### config.mk
export PLATFORM = sky130hd
export DESIGN_NAME = dcas_switch
export DESIGN_NICKNAME = d
export VERILOG_FILES = /design/src/common/dcas_pkg.sv /design/src/common/dcas_lane_if.sv /design/src/logic/dcas_side.sv /design/src/logic/dcas_de_flag.sv /design/src/logic/dcas_switch.sv
export VERILOG_INCLUDE_DIRS = /design/src /design/src/common
export SDC_FILE = /design/constraint.sdc
export NUM_CORES = 1
export LEC_CHECK = 0
export BUFFER_PORTS_ARGS = -buffer_cell sky130_fd_sc_hd__buf_2
export CAP_MARGIN = 20
export CELL_PAD_IN_SITES_DETAIL_PLACEMENT = 0
export CELL_PAD_IN_SITES_GLOBAL_PLACEMENT = 1
export CORE_MARGIN = 2
export CORE_UTILIZATION = 30
export DETAILED_ROUTE_END_ITERATION = 8
export GPL_ROUTABILITY_DRIVEN = 0
export PLACE_DENSITY = 0.71
export SYNTH_ARGS = -nofsm -noshare
export SYNTH_HDL_FRONTEND = slang
export SYNTH_HIERARCHICAL = 1
export SYNTH_SLANG_ARGS = --single-unit
### constraint.sdc
create_clock -name clock -period 2.15 [get_ports clock]
set_input_delay 0.1075 -clock clock [delete_from_list [all_inputs] [get_ports clock]]
set_output_delay 0.1075 -clock clock [all_outputs]
set_load 0.05 [all_outputs]
### src/common/dcas_params.svh
// Named constants for the dual channel allegiance switch
`ifndef DCAS_PARAMS_SVH
`define DCAS_PARAMS_SVH

// ==========================================================
// Status byte codes
`define DCAS_ST_DEV_BUSY 8'h10
`define DCAS_ST_CU_BUSY 8'h70
`define DCAS_ST_DEV_END 8'h04
`define DCAS_ST_BUSY_BIT 8'h10
`define DCAS_ST_NONE 8'h00

// ==========================================================
// Per-interface vector constants
`define DCAS_NONE2 2'b00
`define DCAS_BOTH2 2'b11

`endif

### src/common/dcas_pkg.sv
// Types shared by the allegiance switch modules
package dcas_pkg;

  // ==========================================================
  // Allegiance states
  typedef enum logic [2:0] {
    DCAS_NEUTRAL = 3'b000,
    DCAS_SHORT = 3'b001,
    DCAS_LONG = 3'b010,
    DCAS_CONTINGENT = 3'b011,
    DCAS_UNTAGGED = 3'b100,
    DCAS_TAGGED = 3'b101
  } dcas_state_t;

  // ==========================================================
  // Core state record
  typedef struct packed {
    dcas_state_t state;
    logic owner;
    logic [1:0] held;
    logic [1:0] busied;
    logic [1:0] dis;
    logic isel_int;
    logic ds_int;
    logic ds_srst;
    logic async_pend;
    logic async_go;
    logic [7:0] async_val;
    logic [1:0] req_in;
    logic [1:0] bypass;
    logic [1:0] trap;
    logic [1:0] connect;
    logic [7:0] status;
    logic stat_valid;
    logic adp_reset;
    logic [1:0] de_set;
    logic [1:0] de_clr;
  } dcas_core_t;

  typedef struct packed {
    logic prev;
    logic rise_init;
    logic rise_poll;
  } dcas_side_t;

endpackage

### src/common/dcas_lane_if.sv
// Per-interface carrier between the core and its helpers
`timescale 1ns/1ps
interface dcas_lane_if;
  logic sel_out;
  logic chan_init;
  logic rise_init;
  logic rise_poll;
  logic de_set;
  logic de_clr;
  logic de_pend;
  modport det (input sel_out, input chan_init, output rise_init, output rise_poll);
  modport flag (input de_set, input de_clr, output de_pend);
endinterface

### src/logic/dcas_side.sv
// Select Out rise detector for one channel interface
`timescale 1ns/1ps
module dcas_side
  import dcas_pkg::*;
(
  input wire logic clock,
  input wire logic resetn,
  dcas_lane_if.det lane
);
  dcas_side_t st_r;
  dcas_side_t st_nxt;

  // ==========================================================
  // Rise classified as poll or channel-initiated selection
  always_comb begin
    st_nxt = st_r;
    st_nxt.prev = lane.sel_out;
    st_nxt.rise_init = lane.sel_out & ~st_r.prev & lane.chan_init;
    st_nxt.rise_poll = lane.sel_out & ~st_r.prev & ~lane.chan_init;
  end

  always_ff @(posedge clock or negedge resetn) begin
    if (!resetn) begin
      st_r <= '0;
    end else begin
      st_r <= st_nxt;
    end
  end

  assign lane.rise_init = st_r.rise_init;
  assign lane.rise_poll = st_r.rise_poll;

  property p_rise;
    @(posedge clock) disable iff (!resetn)
      (lane.sel_out && !st_r.prev && lane.chan_init) |=> lane.rise_init;
  endproperty
  a_rise: assert property (p_rise) else $error("Select Out rise not seen");
endmodule

### src/logic/dcas_de_flag.sv
// Pending tagged Device End flag for one interface
`timescale 1ns/1ps
module dcas_de_flag (
  input wire logic clock,
  input wire logic resetn,
  dcas_lane_if.flag lane
);
  typedef struct packed {
    logic pend;
  } dcas_flag_t;

  dcas_flag_t st_r;
  dcas_flag_t st_nxt;

  // A set in the same cycle as a clear wins, so no owed Device End is lost
  always_comb begin
    st_nxt = st_r;
    if (lane.de_clr) begin
      st_nxt.pend = 1'b0;
    end
    if (lane.de_set) begin
      st_nxt.pend = 1'b1;
    end
  end

  always_ff @(posedge clock or negedge resetn) begin
    if (!resetn) begin
      st_r <= '0;
    end else begin
      st_r <= st_nxt;
    end
  end

  assign lane.de_pend = st_r.pend;

  property p_flag;
    @(posedge clock) disable iff (!resetn)
      (lane.de_clr && !lane.de_set) |=> !lane.de_pend ##1 (lane.de_pend || !lane.de_set);
  endproperty
  a_flag: assert property (p_flag) else $error("Device End flag clear failed");
endmodule

### src/logic/dcas_switch.sv
// Allegiance, status routing and reset handling for a two-interface adapter
`timescale 1ns/1ps
`include "dcas_params.svh"

module dcas_switch
  import dcas_pkg::*;
(
  input wire logic clock,
  input wire logic resetn,
  input wire logic [1:0] if_enabled,
  input wire logic [1:0] sel_out,
  input wire logic [1:0] chan_init,
  input wire logic cmd_accepted,
  input wire logic cmd_is_tio,
  input wire logic noop_unchained,
  input wire logic zero_status_xfer,
  input wire logic last_de_accepted,
  input wire logic unit_check_end,
  input wire logic ctl_cmd_decoded,
  input wire logic status_accepted,
  input wire logic status_stacked,
  input wire logic async_setup,
  input wire logic async_start,
  input wire logic [7:0] async_status,
  input wire logic prog_int_pending,
  input wire logic isel_int_clear,
  input wire logic ds_int_clear,
  input wire logic [1:0] allow_disable,
  input wire logic [1:0] panel_off,
  input wire logic [1:0] sys_reset,
  input wire logic [1:0] sel_reset,
  output logic [1:0] req_in,
  output logic [1:0] sel_bypass,
  output logic [1:0] sel_trap,
  output logic [1:0] connect,
  output logic [7:0] status_byte,
  output logic status_valid,
  output logic isel_int_req,
  output logic ds_int_req,
  output logic adapter_reset,
  output logic [2:0] allegiance,
  output logic [1:0] de_pending
);
  dcas_core_t st_r;
  dcas_core_t st_nxt;
  logic [1:0] rise_init;
  logic [1:0] rise_poll;
  logic [1:0] de_pend;
  logic [1:0] de_live;
  logic st_done;

  // ==========================================================
  // Helper functions
  // Lower interface wins a tie; both channels see the same fixed order
  function automatic logic dcas_pick(input logic [1:0] v);
    return ~v[0];
  endfunction

  function automatic logic [1:0] dcas_oh(input logic i);
    return {i, ~i};
  endfunction

  // Full adapter reset keeps owed Device Ends, including a busied side not yet flagged, except on a dual system reset
  function automatic dcas_core_t dcas_full_reset(input dcas_core_t s);
    dcas_core_t r;
    r = '0;
    r.de_set = s.de_set | (s.busied & ~s.dis);
    r.adp_reset = 1'b1;
    r.isel_int = 1'b1;
    return r;
  endfunction

  // ==========================================================
  // Per-interface helpers
  dcas_lane_if lane [2] ();

  generate
    for (genvar g = 0; g < 2; g++) begin : g_lane
      assign lane[g].sel_out = sel_out[g];
      assign lane[g].chan_init = chan_init[g];
      assign lane[g].de_set = st_r.de_set[g];
      assign lane[g].de_clr = st_r.de_clr[g];
      assign rise_init[g] = lane[g].rise_init;
      assign rise_poll[g] = lane[g].rise_poll;
      assign de_pend[g] = lane[g].de_pend;
      dcas_side u_side (
        .clock(clock),
        .resetn(resetn),
        .lane(lane[g])
      );
      dcas_de_flag u_flag (
        .clock(clock),
        .resetn(resetn),
        .lane(lane[g])
      );
    end
  endgenerate

  assign st_done = status_accepted | status_stacked;

  // A flag still being cleared by the flop must not start a second presentation
  assign de_live = de_pend & ~st_r.de_clr;

  // ==========================================================
  // Next-state logic; resets are applied last so they take priority
  always_comb begin
    logic i;
    logic oth;
    logic own;
    st_nxt = st_r;
    i = 1'b0;
    own = st_r.owner;
    oth = ~st_r.owner;
    st_nxt.stat_valid = 1'b0;
    st_nxt.adp_reset = 1'b0;
    st_nxt.de_set = `DCAS_NONE2;
    st_nxt.de_clr = `DCAS_NONE2;
    st_nxt.bypass = `DCAS_NONE2;
    // Interrupt latches: a clear loses to a set later in this process
    if (isel_int_clear) begin
      st_nxt.isel_int = 1'b0;
    end
    if (ds_int_clear) begin
      st_nxt.ds_int = 1'b0;
      st_nxt.ds_srst = 1'b0;
    end
    if (async_setup) begin
      st_nxt.async_pend = 1'b1;
      st_nxt.async_val = async_status;
    end
    if (async_start) begin
      st_nxt.async_go = 1'b1;
    end
    unique case (st_r.state)
      DCAS_NEUTRAL: begin
        // Selection or data/status interrupt outstanding: polls are not answered
        if (st_r.isel_int || st_r.ds_int) begin
          st_nxt.bypass = rise_poll;
        end
        if (st_r.held != `DCAS_NONE2) begin
          i = dcas_pick(st_r.held);
          st_nxt.held[i] = 1'b0;
          st_nxt.trap[i] = 1'b0;
          st_nxt.state = DCAS_SHORT;
          st_nxt.owner = i;
          st_nxt.connect = dcas_oh(i);
        end else if (rise_init != `DCAS_NONE2) begin
          i = dcas_pick(rise_init);
          if (st_r.isel_int) begin
            st_nxt.status = `DCAS_ST_CU_BUSY;
            st_nxt.stat_valid = 1'b1;
          end else if (st_r.async_pend) begin
            st_nxt.status = st_r.async_val | (cmd_is_tio ? `DCAS_ST_NONE : `DCAS_ST_BUSY_BIT);
            st_nxt.stat_valid = 1'b1;
            st_nxt.isel_int = 1'b1;
          end else begin
            st_nxt.state = DCAS_SHORT;
            st_nxt.owner = i;
            st_nxt.connect = dcas_oh(i);
          end
        end else if (de_live != `DCAS_NONE2 && !st_r.isel_int && !st_r.ds_srst
                     && !prog_int_pending) begin
          // Owed Device End goes only to its own interface
          i = dcas_pick(de_live);
          st_nxt.state = DCAS_TAGGED;
          st_nxt.owner = i;
          st_nxt.req_in = dcas_oh(i);
          st_nxt.status = `DCAS_ST_DEV_END | (st_r.async_pend ? st_r.async_val : `DCAS_ST_NONE);
          st_nxt.async_pend = async_setup;
        end else if (st_r.async_go && st_r.async_pend && if_enabled != `DCAS_NONE2) begin
          st_nxt.state = DCAS_UNTAGGED;
          st_nxt.async_go = async_start;
          st_nxt.req_in = if_enabled;
          st_nxt.status = st_r.async_val;
        end
      end
      DCAS_SHORT: begin
        if (rise_init[oth]) begin
          st_nxt.held[oth] = 1'b1;
          st_nxt.trap[oth] = 1'b1;
        end
        if (cmd_accepted || zero_status_xfer) begin
          st_nxt.state = DCAS_LONG;
          if (st_r.held[oth] || rise_init[oth]) begin
            st_nxt.status = `DCAS_ST_DEV_BUSY;
            st_nxt.stat_valid = 1'b1;
            st_nxt.held[oth] = 1'b0;
            st_nxt.trap[oth] = 1'b0;
            st_nxt.busied[oth] = 1'b1;
          end
        end else if (unit_check_end) begin
          st_nxt.state = DCAS_CONTINGENT;
        end else if (noop_unchained || st_done) begin
          st_nxt.state = DCAS_NEUTRAL;
          st_nxt.connect = `DCAS_NONE2;
        end
      end
      DCAS_LONG, DCAS_CONTINGENT: begin
        if (rise_init[oth]) begin
          st_nxt.status = `DCAS_ST_DEV_BUSY;
          st_nxt.stat_valid = 1'b1;
          st_nxt.busied[oth] = 1'b1;
        end
        st_nxt.dis = st_r.dis | allow_disable | panel_off;
        if (st_r.state == DCAS_LONG && unit_check_end) begin
          st_nxt.state = DCAS_CONTINGENT;
        end else if ((st_r.state == DCAS_LONG && last_de_accepted) ||
                     (st_r.state == DCAS_CONTINGENT && ctl_cmd_decoded)) begin
          // Disable seen before neutral cancels the owed Device End
          st_nxt.state = DCAS_NEUTRAL;
          st_nxt.connect = `DCAS_NONE2;
          st_nxt.de_set = st_r.busied & ~st_nxt.dis;
          st_nxt.busied = `DCAS_NONE2;
          st_nxt.dis = `DCAS_NONE2;
        end
      end
      DCAS_UNTAGGED, DCAS_TAGGED: begin
        if (st_r.connect == `DCAS_NONE2) begin
          // Untagged: first poller; tagged: only the owed interface
          if (st_r.state == DCAS_UNTAGGED && rise_poll != `DCAS_NONE2) begin
            i = dcas_pick(rise_poll);
            st_nxt.owner = i;
            st_nxt.connect = dcas_oh(i);
            st_nxt.req_in = `DCAS_NONE2;
            st_nxt.stat_valid = 1'b1;
          end else if (st_r.state == DCAS_TAGGED && rise_poll[own]) begin
            st_nxt.connect = dcas_oh(own);
            st_nxt.req_in = `DCAS_NONE2;
            st_nxt.stat_valid = 1'b1;
          end
          if (st_r.state == DCAS_TAGGED) begin
            st_nxt.bypass[oth] = rise_poll[oth];
          end
        end else begin
          st_nxt.bypass[oth] = rise_poll[oth];
          if (st_done) begin
            st_nxt.state = DCAS_NEUTRAL;
            st_nxt.connect = `DCAS_NONE2;
            if (st_r.state == DCAS_UNTAGGED) begin
              st_nxt.ds_int = 1'b1;
              st_nxt.async_pend = status_stacked | async_setup;
            end else begin
              st_nxt.de_clr[own] = 1'b1;
            end
          end
        end
        if (rise_init[oth]) begin
          st_nxt.held[oth] = 1'b1;
          st_nxt.trap[oth] = 1'b1;
        end
      end
    endcase
    // Selective reset: only the interface holding allegiance counts
    if (sel_reset[own] && st_r.state != DCAS_NEUTRAL) begin
      st_nxt.state = DCAS_NEUTRAL;
      st_nxt.connect = `DCAS_NONE2;
      st_nxt.req_in = `DCAS_NONE2;
      st_nxt.de_clr[own] = 1'b1;
      st_nxt.busied[own] = 1'b0;
      if (st_r.state == DCAS_UNTAGGED || st_r.state == DCAS_TAGGED) begin
        st_nxt.ds_int = 1'b1;
        st_nxt.ds_srst = 1'b1;
      end else begin
        st_nxt.isel_int = 1'b1;
      end
    end
    // Selective reset on the other side falls through untouched
    // System reset: both sides, or the owner outside neutral, reset all, else clear own flag
    if (sys_reset == `DCAS_BOTH2) begin
      st_nxt = dcas_full_reset(st_nxt);
      st_nxt.de_set = `DCAS_NONE2;
      st_nxt.de_clr = `DCAS_BOTH2;
    end else if (sys_reset[own] && st_r.state != DCAS_NEUTRAL) begin
      st_nxt = dcas_full_reset(st_nxt);
      st_nxt.de_clr = `DCAS_NONE2;
    end else if (sys_reset != `DCAS_NONE2) begin
      i = dcas_pick(sys_reset);
      st_nxt.de_clr[i] = 1'b1;
      st_nxt.de_set[i] = 1'b0;
      st_nxt.busied[i] = 1'b0;
    end
  end

  always_ff @(posedge clock or negedge resetn) begin
    if (!resetn) begin
      st_r <= '0;
    end else begin
      st_r <= st_nxt;
    end
  end

  // ==========================================================
  // Outputs, each a flop of the state record except de_pending, which comes from the flag helpers
  assign req_in = st_r.req_in;
  assign sel_bypass = st_r.bypass;
  assign sel_trap = st_r.trap;
  assign connect = st_r.connect;
  assign status_byte = st_r.status;
  assign status_valid = st_r.stat_valid;
  assign isel_int_req = st_r.isel_int;
  assign ds_int_req = st_r.ds_int;
  assign adapter_reset = st_r.adp_reset;
  assign allegiance = st_r.state;
  assign de_pending = de_pend;

  // ==========================================================
  // Checks
  property p_hold;
    @(posedge clock) disable iff (!resetn)
      (st_r.state == DCAS_SHORT && rise_init[~st_r.owner] && !cmd_accepted
       && !zero_status_xfer && sys_reset == 2'b00 && sel_reset == 2'b00)
      |=> (st_r.trap != 2'b00);
  endproperty
  a_hold: assert property (p_hold) else $error("Opposite selection not held");

  property p_busy;
    @(posedge clock) disable iff (!resetn)
      (st_r.state == DCAS_LONG && rise_init[~st_r.owner] && sys_reset == 2'b00)
      |=> status_valid && status_byte == `DCAS_ST_DEV_BUSY;
  endproperty
  a_busy: assert property (p_busy) else $error("Device busy not given");

  property p_cubusy;
    @(posedge clock) disable iff (!resetn)
      (st_r.state == DCAS_NEUTRAL && st_r.isel_int && st_r.held == 2'b00
       && rise_init != 2'b00 && sys_reset == 2'b00)
      |=> status_valid && status_byte == `DCAS_ST_CU_BUSY && allegiance == DCAS_NEUTRAL;
  endproperty
  a_cubusy: assert property (p_cubusy) else $error("Control unit busy not given");

  property p_untag;
    @(posedge clock) disable iff (!resetn)
      (allegiance == DCAS_UNTAGGED && connect == 2'b00) |-> req_in == if_enabled;
  endproperty
  a_untag: assert property (p_untag) else $error("Untagged status not offered");

  property p_dsint;
    @(posedge clock) disable iff (!resetn)
      (st_r.state == DCAS_UNTAGGED && st_r.connect != 2'b00 && st_done
       && sys_reset == 2'b00 && sel_reset == 2'b00)
      |=> ds_int_req && allegiance == DCAS_NEUTRAL ##1 (ds_int_req || $past(ds_int_clear));
  endproperty
  a_dsint: assert property (p_dsint) else $error("Data/status interrupt missing");

  property p_sys2;
    @(posedge clock) disable iff (!resetn)
      sys_reset == 2'b11 |=> adapter_reset && isel_int_req && allegiance == DCAS_NEUTRAL
        ##1 !adapter_reset;
  endproperty
  a_sys2: assert property (p_sys2) else $error("Dual system reset mishandled");

  property p_selown;
    @(posedge clock) disable iff (!resetn)
      (st_r.state inside {DCAS_SHORT, DCAS_LONG, DCAS_CONTINGENT} && sel_reset[st_r.owner]
       && sys_reset == 2'b00)
      |=> isel_int_req && allegiance == DCAS_NEUTRAL && connect == 2'b00;
  endproperty
  a_selown: assert property (p_selown) else $error("Selective reset on owner missed");

  property p_selother;
    @(posedge clock) disable iff (!resetn)
      (st_r.state inside {DCAS_LONG, DCAS_CONTINGENT} && sel_reset[~st_r.owner]
       && !sel_reset[st_r.owner] && sys_reset == 2'b00 && !isel_int_clear && !st_r.isel_int)
      |=> !isel_int_req && !adapter_reset;
  endproperty
  a_selother: assert property (p_selother) else $error("Non-owner selective reset acted");

  property p_bypass;
    @(posedge clock) disable iff (!resetn)
      (st_r.state == DCAS_NEUTRAL && (st_r.isel_int || st_r.ds_int) && rise_poll != 2'b00
       && sys_reset == 2'b00) |=> sel_bypass == $past(rise_poll);
  endproperty
  a_bypass: assert property (p_bypass) else $error("Poll not bypassed");
endmodule

=== Word-level counts from Yosys, hierarchy flattened ===
Index checks and enable logic that the tools add are counted.

* $add $sub $neg: 0
* Multipliers: 0
* Divide/modulo/power cells: 0
* $lt $le $gt $ge: 8
* Equal/unequal tests: 40
* Shift-type cells: 0
* Multiplexer cells: 147
* Bitwise gates (word level): 45
* Reduce and logical (&&, ||, !) cells: 49

{| class="wikitable"
|+ Operator list
! operator !! count
|-
| 2-to-1 mux 2 bit || 50
|-
| inequality test 6 bit, second input constant || 12
|-
| 2-to-1 mux 9 bit || 6
|-
| inequality test 5 bit, second input constant || 10
|-
| 2-to-1 mux 1 bit || 47
|-
| 2-to-1 mux 45 bit || 1
|-
| 2-to-1 mux 4 bit || 10
|-
| 2-to-1 mux 8 bit || 5
|-
| 2-to-1 mux 3 bit || 11
|-
| 2-to-1 mux 33 bit || 1
|-
| inequality test 4 bit, second input constant || 7
|-
| inequality test 7 bit, second input constant || 4
|-
| case mux 8 bit (3 select lines) || 1
|-
| bitwise AND 2 bit || 11
|-
| logical AND 1 bit || 16
|-
| bitwise OR 2 bit || 8
|-
| nonzero test 2 bit || 8
|-
| nonzero test 5 bit || 3
|-
| inverter 2 bit || 7
|-
| AND reduction 7 bit || 2
|-
| case mux 2 bit (3 select lines) || 2
|-
| case mux 3 bit (4 select lines) || 1
|-
| AND reduction 6 bit || 2
|-
| inverter 1 bit || 10
|-
| other kinds (27) || 54
|}

* Bits in registers: 53
* Bits in latches: 0
* Memory bits (writable): 0
* ROM bits: 0
* Bits of input ports: 38
* Output and inout port bits: 25
* Word-level logic and storage cells: 317
* Memories kept: 0

=== Logic depth before layout (Yosys ltp) ===
* Word-level depth: 18
* Gate-level depth with buffers: 10
* Mapped depth without buffers: 7

=== Modules after synthesis ===
Netlist, hierarchy kept.

{| class="wikitable"
|+ Modules (own cells, without submodules)
! module !! times used !! cells each !! area an instance (um^2) !! seq. area each (um^2)
|-
| dcas_switch || 1 || 364 || 3057.9 || 1126.1
|-
| dcas_side || 2 || 5 || 96.3 || 75.1
|-
| dcas_de_flag || 2 || 3 || 36.3 || 25.0
|}

=== Worst setup path after synthesis ===
OpenSTA, ideal clock, no wires.

* Path kind: register -> register
* From: register st_r (netlist bit isel_int_req)
* To: register st_r (netlist bit status_byte[4])
* Setup time: 125 ps
* Arrival time: 2115 ps
* Data required time: 2025 ps
* Setup slack: -89 ps
* Stages on the path, launching flop included: 7
* Path buffers: 2
* Period minus slack after synthesis: 2239 ps
* Cell sequence: dfrtp_1 > clkbuf_1 > a2111o_1 > clkbuf_1 > o311ai_1 > o32ai_1 > mux2_2

* Cells in the longest elaborated chain, start to end: 10
* Elaborated cells on any way between the ends: 14
* Those cells by class: 2 x eq/ne; 7 x mux; 5 x reduce/logical

{| class="wikitable"
|+ RTL lines
! item !! line !! RTL
|-
| start: declaration || dcas_switch.sv:44 || <nowiki>dcas_core_t st_r;</nowiki>
|-
| start signal: assignment || dcas_switch.sv:288 || <nowiki>st_r <= st_nxt;</nowiki>
|-
| zero test 1 bit || dcas_switch.sv:161 || <nowiki>end else if (de_live != `DCAS_NONE2 && !st_r.isel_int && !st_r.ds_srst</nowiki>
|-
| logical AND 1 bit (3 in a row) || dcas_switch.sv:161 ||
|-
| 2-to-1 mux 8 bit || dcas_switch.sv:161 ||
|-
| 2-to-1 mux 8 bit || dcas_switch.sv:147 || <nowiki>end else if (rise_init != `DCAS_NONE2) begin</nowiki>
|-
| 2-to-1 mux 9 bit || dcas_switch.sv:140 || <nowiki>if (st_r.held != `DCAS_NONE2) begin</nowiki>
|-
| case mux 8 bit (3 select lines) || dcas_switch.sv:134 || <nowiki>unique case (st_r.state)</nowiki>
|-
| 2-to-1 mux 33 bit || dcas_switch.sv:273 || <nowiki>end else if (sys_reset[own] && st_r.state != DCAS_NEUTRAL) begin</nowiki>
|-
| 2-to-1 mux 45 bit || dcas_switch.sv:269 || <nowiki>if (sys_reset == `DCAS_BOTH2) begin</nowiki>
|}

Parallel ways exist; a longest one is shown, timed or not. The select of a mux whose other input is x is not followed.
A chain may end at the register's enable or synchronous reset.

=== Worst setup path in the final report ===
* From: register st_r (netlist bit lane[0].de_clr)
* To: register st_r (netlist bit status_byte[7])

* Cells in the longest elaborated chain, start to end: 12
* Elaborated cells on any way between the ends: 14
* Those cells by class: 1 x eq/ne; 6 x mux; 2 x bitwise; 5 x reduce/logical

{| class="wikitable"
|+ RTL lines
! item !! line !! RTL
|-
| inverter 2 bit * || dcas_switch.sv:102 || <nowiki>assign de_live = de_pend & ~st_r.de_clr;</nowiki>
|-
| bitwise AND 2 bit * || dcas_switch.sv:102 ||
|-
| nonzero test 2 bit (no source line) * || - ||
|-
| logical AND 1 bit * (3 in a row) || dcas_switch.sv:161 ||
|-
| 2-to-1 mux 8 bit || dcas_switch.sv:161 ||
|-
| 2-to-1 mux 8 bit || dcas_switch.sv:147 ||
|-
| 2-to-1 mux 9 bit || dcas_switch.sv:140 ||
|-
| case mux 8 bit (3 select lines) || dcas_switch.sv:134 ||
|-
| 2-to-1 mux 33 bit || dcas_switch.sv:273 ||
|-
| 2-to-1 mux 45 bit || dcas_switch.sv:269 ||
|}

Every way passes the cells marked *; elsewhere a longest branch is shown, timed or not. The select of a mux whose other input is x is not followed.

==> reports/results.tsv <==
metric	value	unit
start_kind	register	
power.switching	2.65	mW
htree_levels	2	
period_share	96.5	%
ant_nets	0	
first_pass_iters	7	
slew_violations	0	
layout_commonest_cell	buf_2	
initial_core_util	30.7	%
required	2360	ps
dpl_worst_slack	-65.9	ps
ios	63	
place_area	3900	µm²
cts_tree	yes	
critPathKind	reg -> reg	
routedWlPerCell	16.6	µm
power.total	5.48	mW
rrSetupSlack	70	ps
avgSynthCellArea	8.75	µm²
grt_start_max_net_pins	22	
antenna_cells	0	
p_seq_share	27.2	%
crit_path_end_kind	register	
fp-row-count	38	
worstHoldPathType	in -> reg	
synth_cells	380	
max_freq	482	MHz
skew	16.7	ps
vias	3104	
whs	19.4	ps
fp.dieW	109	µm
cts_sinks	53	
async_reset_ff_share	100	%
syn_nets	418	
path_max_fanout	8	
hpwl	7710	µm
fp.dieH	109	µm
io_buffers	62	
drv_cap	0	
grt_pass1_vias	2972	
drt_drc_violations_left	0	
finalInstanceArea	4100	µm²
path_clk_slew	110	ps
setup_viol	0	
grt_pass1_wl	15500	µm
ys.flop_type	dfrtp_1	
grtUsageTotal	16.9	%
ir_worst_vdd	471	µV
via_per_inst	5.22	
synth_cell_types	60	
cts_made_buffers	5	
finalHoldViolCount	0	
cts.path.max_buffers	2	
drt_iter0_markers	252	
yosysSeqAreaShare	39.9	%
worst_pin_slew	535	ps
p_per_area	1340	nW/µm²
netlist_area	3320	µm²
antenna_found_initial	0	
critPathArrivalTime	2280	ps
finalCriticalPeriod	2080	ps
status	completed	
slew_headroom	64.4	%
design.core.area	10800	µm²
combPwrFrac	61.3	%
fin_nets	492	
overflow	0	
synth_edf_count	0	
final_cell_mix	buf_2, dfrtp_1, nor2_1	
wl	9900	µm
clockRootBuffer	clkbuf_8	
finalWorstSetupSlack	74.5	ps
dieArea	11900	µm²
syn2layout_area_growth	23.3	%
p_leak	1.94	nW
p_int	2.83	mW
ys_ff_latch	53	
clockPowerShare	11.5	%
clock_latency	320	ps
rsz0062_at_grt	yes	
switching_share	48.3	%
drive_gt1_share	33.2	%
yosys_warnings	6	
[repair_timing]
action | CTS | global route
gates cloned | 0 | 0
setup buffers | 1 | 0
hold endpoints to repair | 23 | 0
hold buffers | 5 | 0
pin swaps | 1 | 1
setup endpoints to repair | 4 | 15
resized for setup | 3 | 7
[cell usage after synthesis, types with 5 or more instances]
cell type	number	area [µm²]
dfrtp_1	53	1330
nor2_1	42	158
a21oi_1	34	170
nand2_1	27	101
buf_4	21	158
o21ai_0	21	105
nand2b_1	14	87.6
clkbuf_1	13	48.8
inv_1	13	48.8
mux2_2	12	135
nor3_1	10	50.1
mux2i_1	9	90.1
a31oi_1	8	50.1
nor2b_1	8	50.1
a22oi_1	5	37.5
nand3_1	5	25.0
or2_2	5	31.3
[final cells by class]
class	count	area [µm²]
Fill cell	1144	6740
Multi-Input combinational cell	271	1740
Sequential cell	53	1330
Timing Repair Buffer	110	708
Tap cell	140	175
Clock buffer	6	82.6
Inverter	13	48.8
Clock inverter	2	17.5
[cells by family after synthesis]
group                  share of synthesized area [%]
flip-flops                                      39.9
multiplexers                                    6.78
AND/OR/NAND/NOR                                 21.7
AO/OA/AOI/OAI                                   22.3
buffers and inverters                           9.30
[critical path: stages (launching register included)]
cell and delay [ps]:
dfrtp_1 390, nand2b_2 260, a2111o_1 450, buf_4 190, a31oi_2 240, o21ai_4 140
mux2_2 300
[through the flow]
stage,utilization (%),cells,TNS [ps]
floorplan,-,380,0
global placement,36.0,581,-11.1
detailed placement,36.0,581,-65.9
CTS,37.6,595,-1.56
global route,37.8,595,-255
finish,37.8,595,0
[power groups by stage]
stage,logic (mW),clock network [mW],registers (mW)
after floorplan,2.36,0,1.50
after global placement,3.26,0,1.50
after detailed placement,3.26,0,1.50
after CTS,3.30,0.647,1.49
after global routing,3.62,0.698,1.53
final,3.36,0.628,1.49
[final timing paths]
path | start | endpoint | depth (start not counted)
max | lane[0].de_clr | status_byte[7] | 6
min | async_start | st_r[30] | 3
max reg2reg | lane[0].de_clr | status_byte[7] | 6
min reg2reg | g_lane[1].u_side/st_r[2] | g_lane[1].u_side/lane.rise_poll | 1
max in group asynchronous | resetn | st_r[30] | 3
min in group asynchronous | resetn | status_valid | 2
[state kept, by name, summed over array words and instances, names as in the netlist, 2 cells and up]
| signal | flops |
|---|---|
| sel_bypass | 2 |
| g_lane.u_side/st_r | 2 |
| connect | 2 |
| req_in | 2 |
| lane.de_clr | 2 |
| g_lane.u_side/lane.rise_init | 2 |
| sel_trap | 2 |
| status_byte | 8 |
| allegiance | 3 |
| g_lane.u_flag/lane.de_pend | 2 |
| lane.de_set | 2 |
| st_r | 18 |
| g_lane.u_side/lane.rise_poll | 2 |
[per-layer routing]
layer	vias to the layer above	GRT usage, %	share of wire [%]
li1	1487	-	-
met1	1489	23.2	46
met2	110	27.1	46
met3	18	3.05	5.9
met4	0	4.88	2.1
met5	-	0	0
Note: power is estimated with default switching activity, not from simulation.
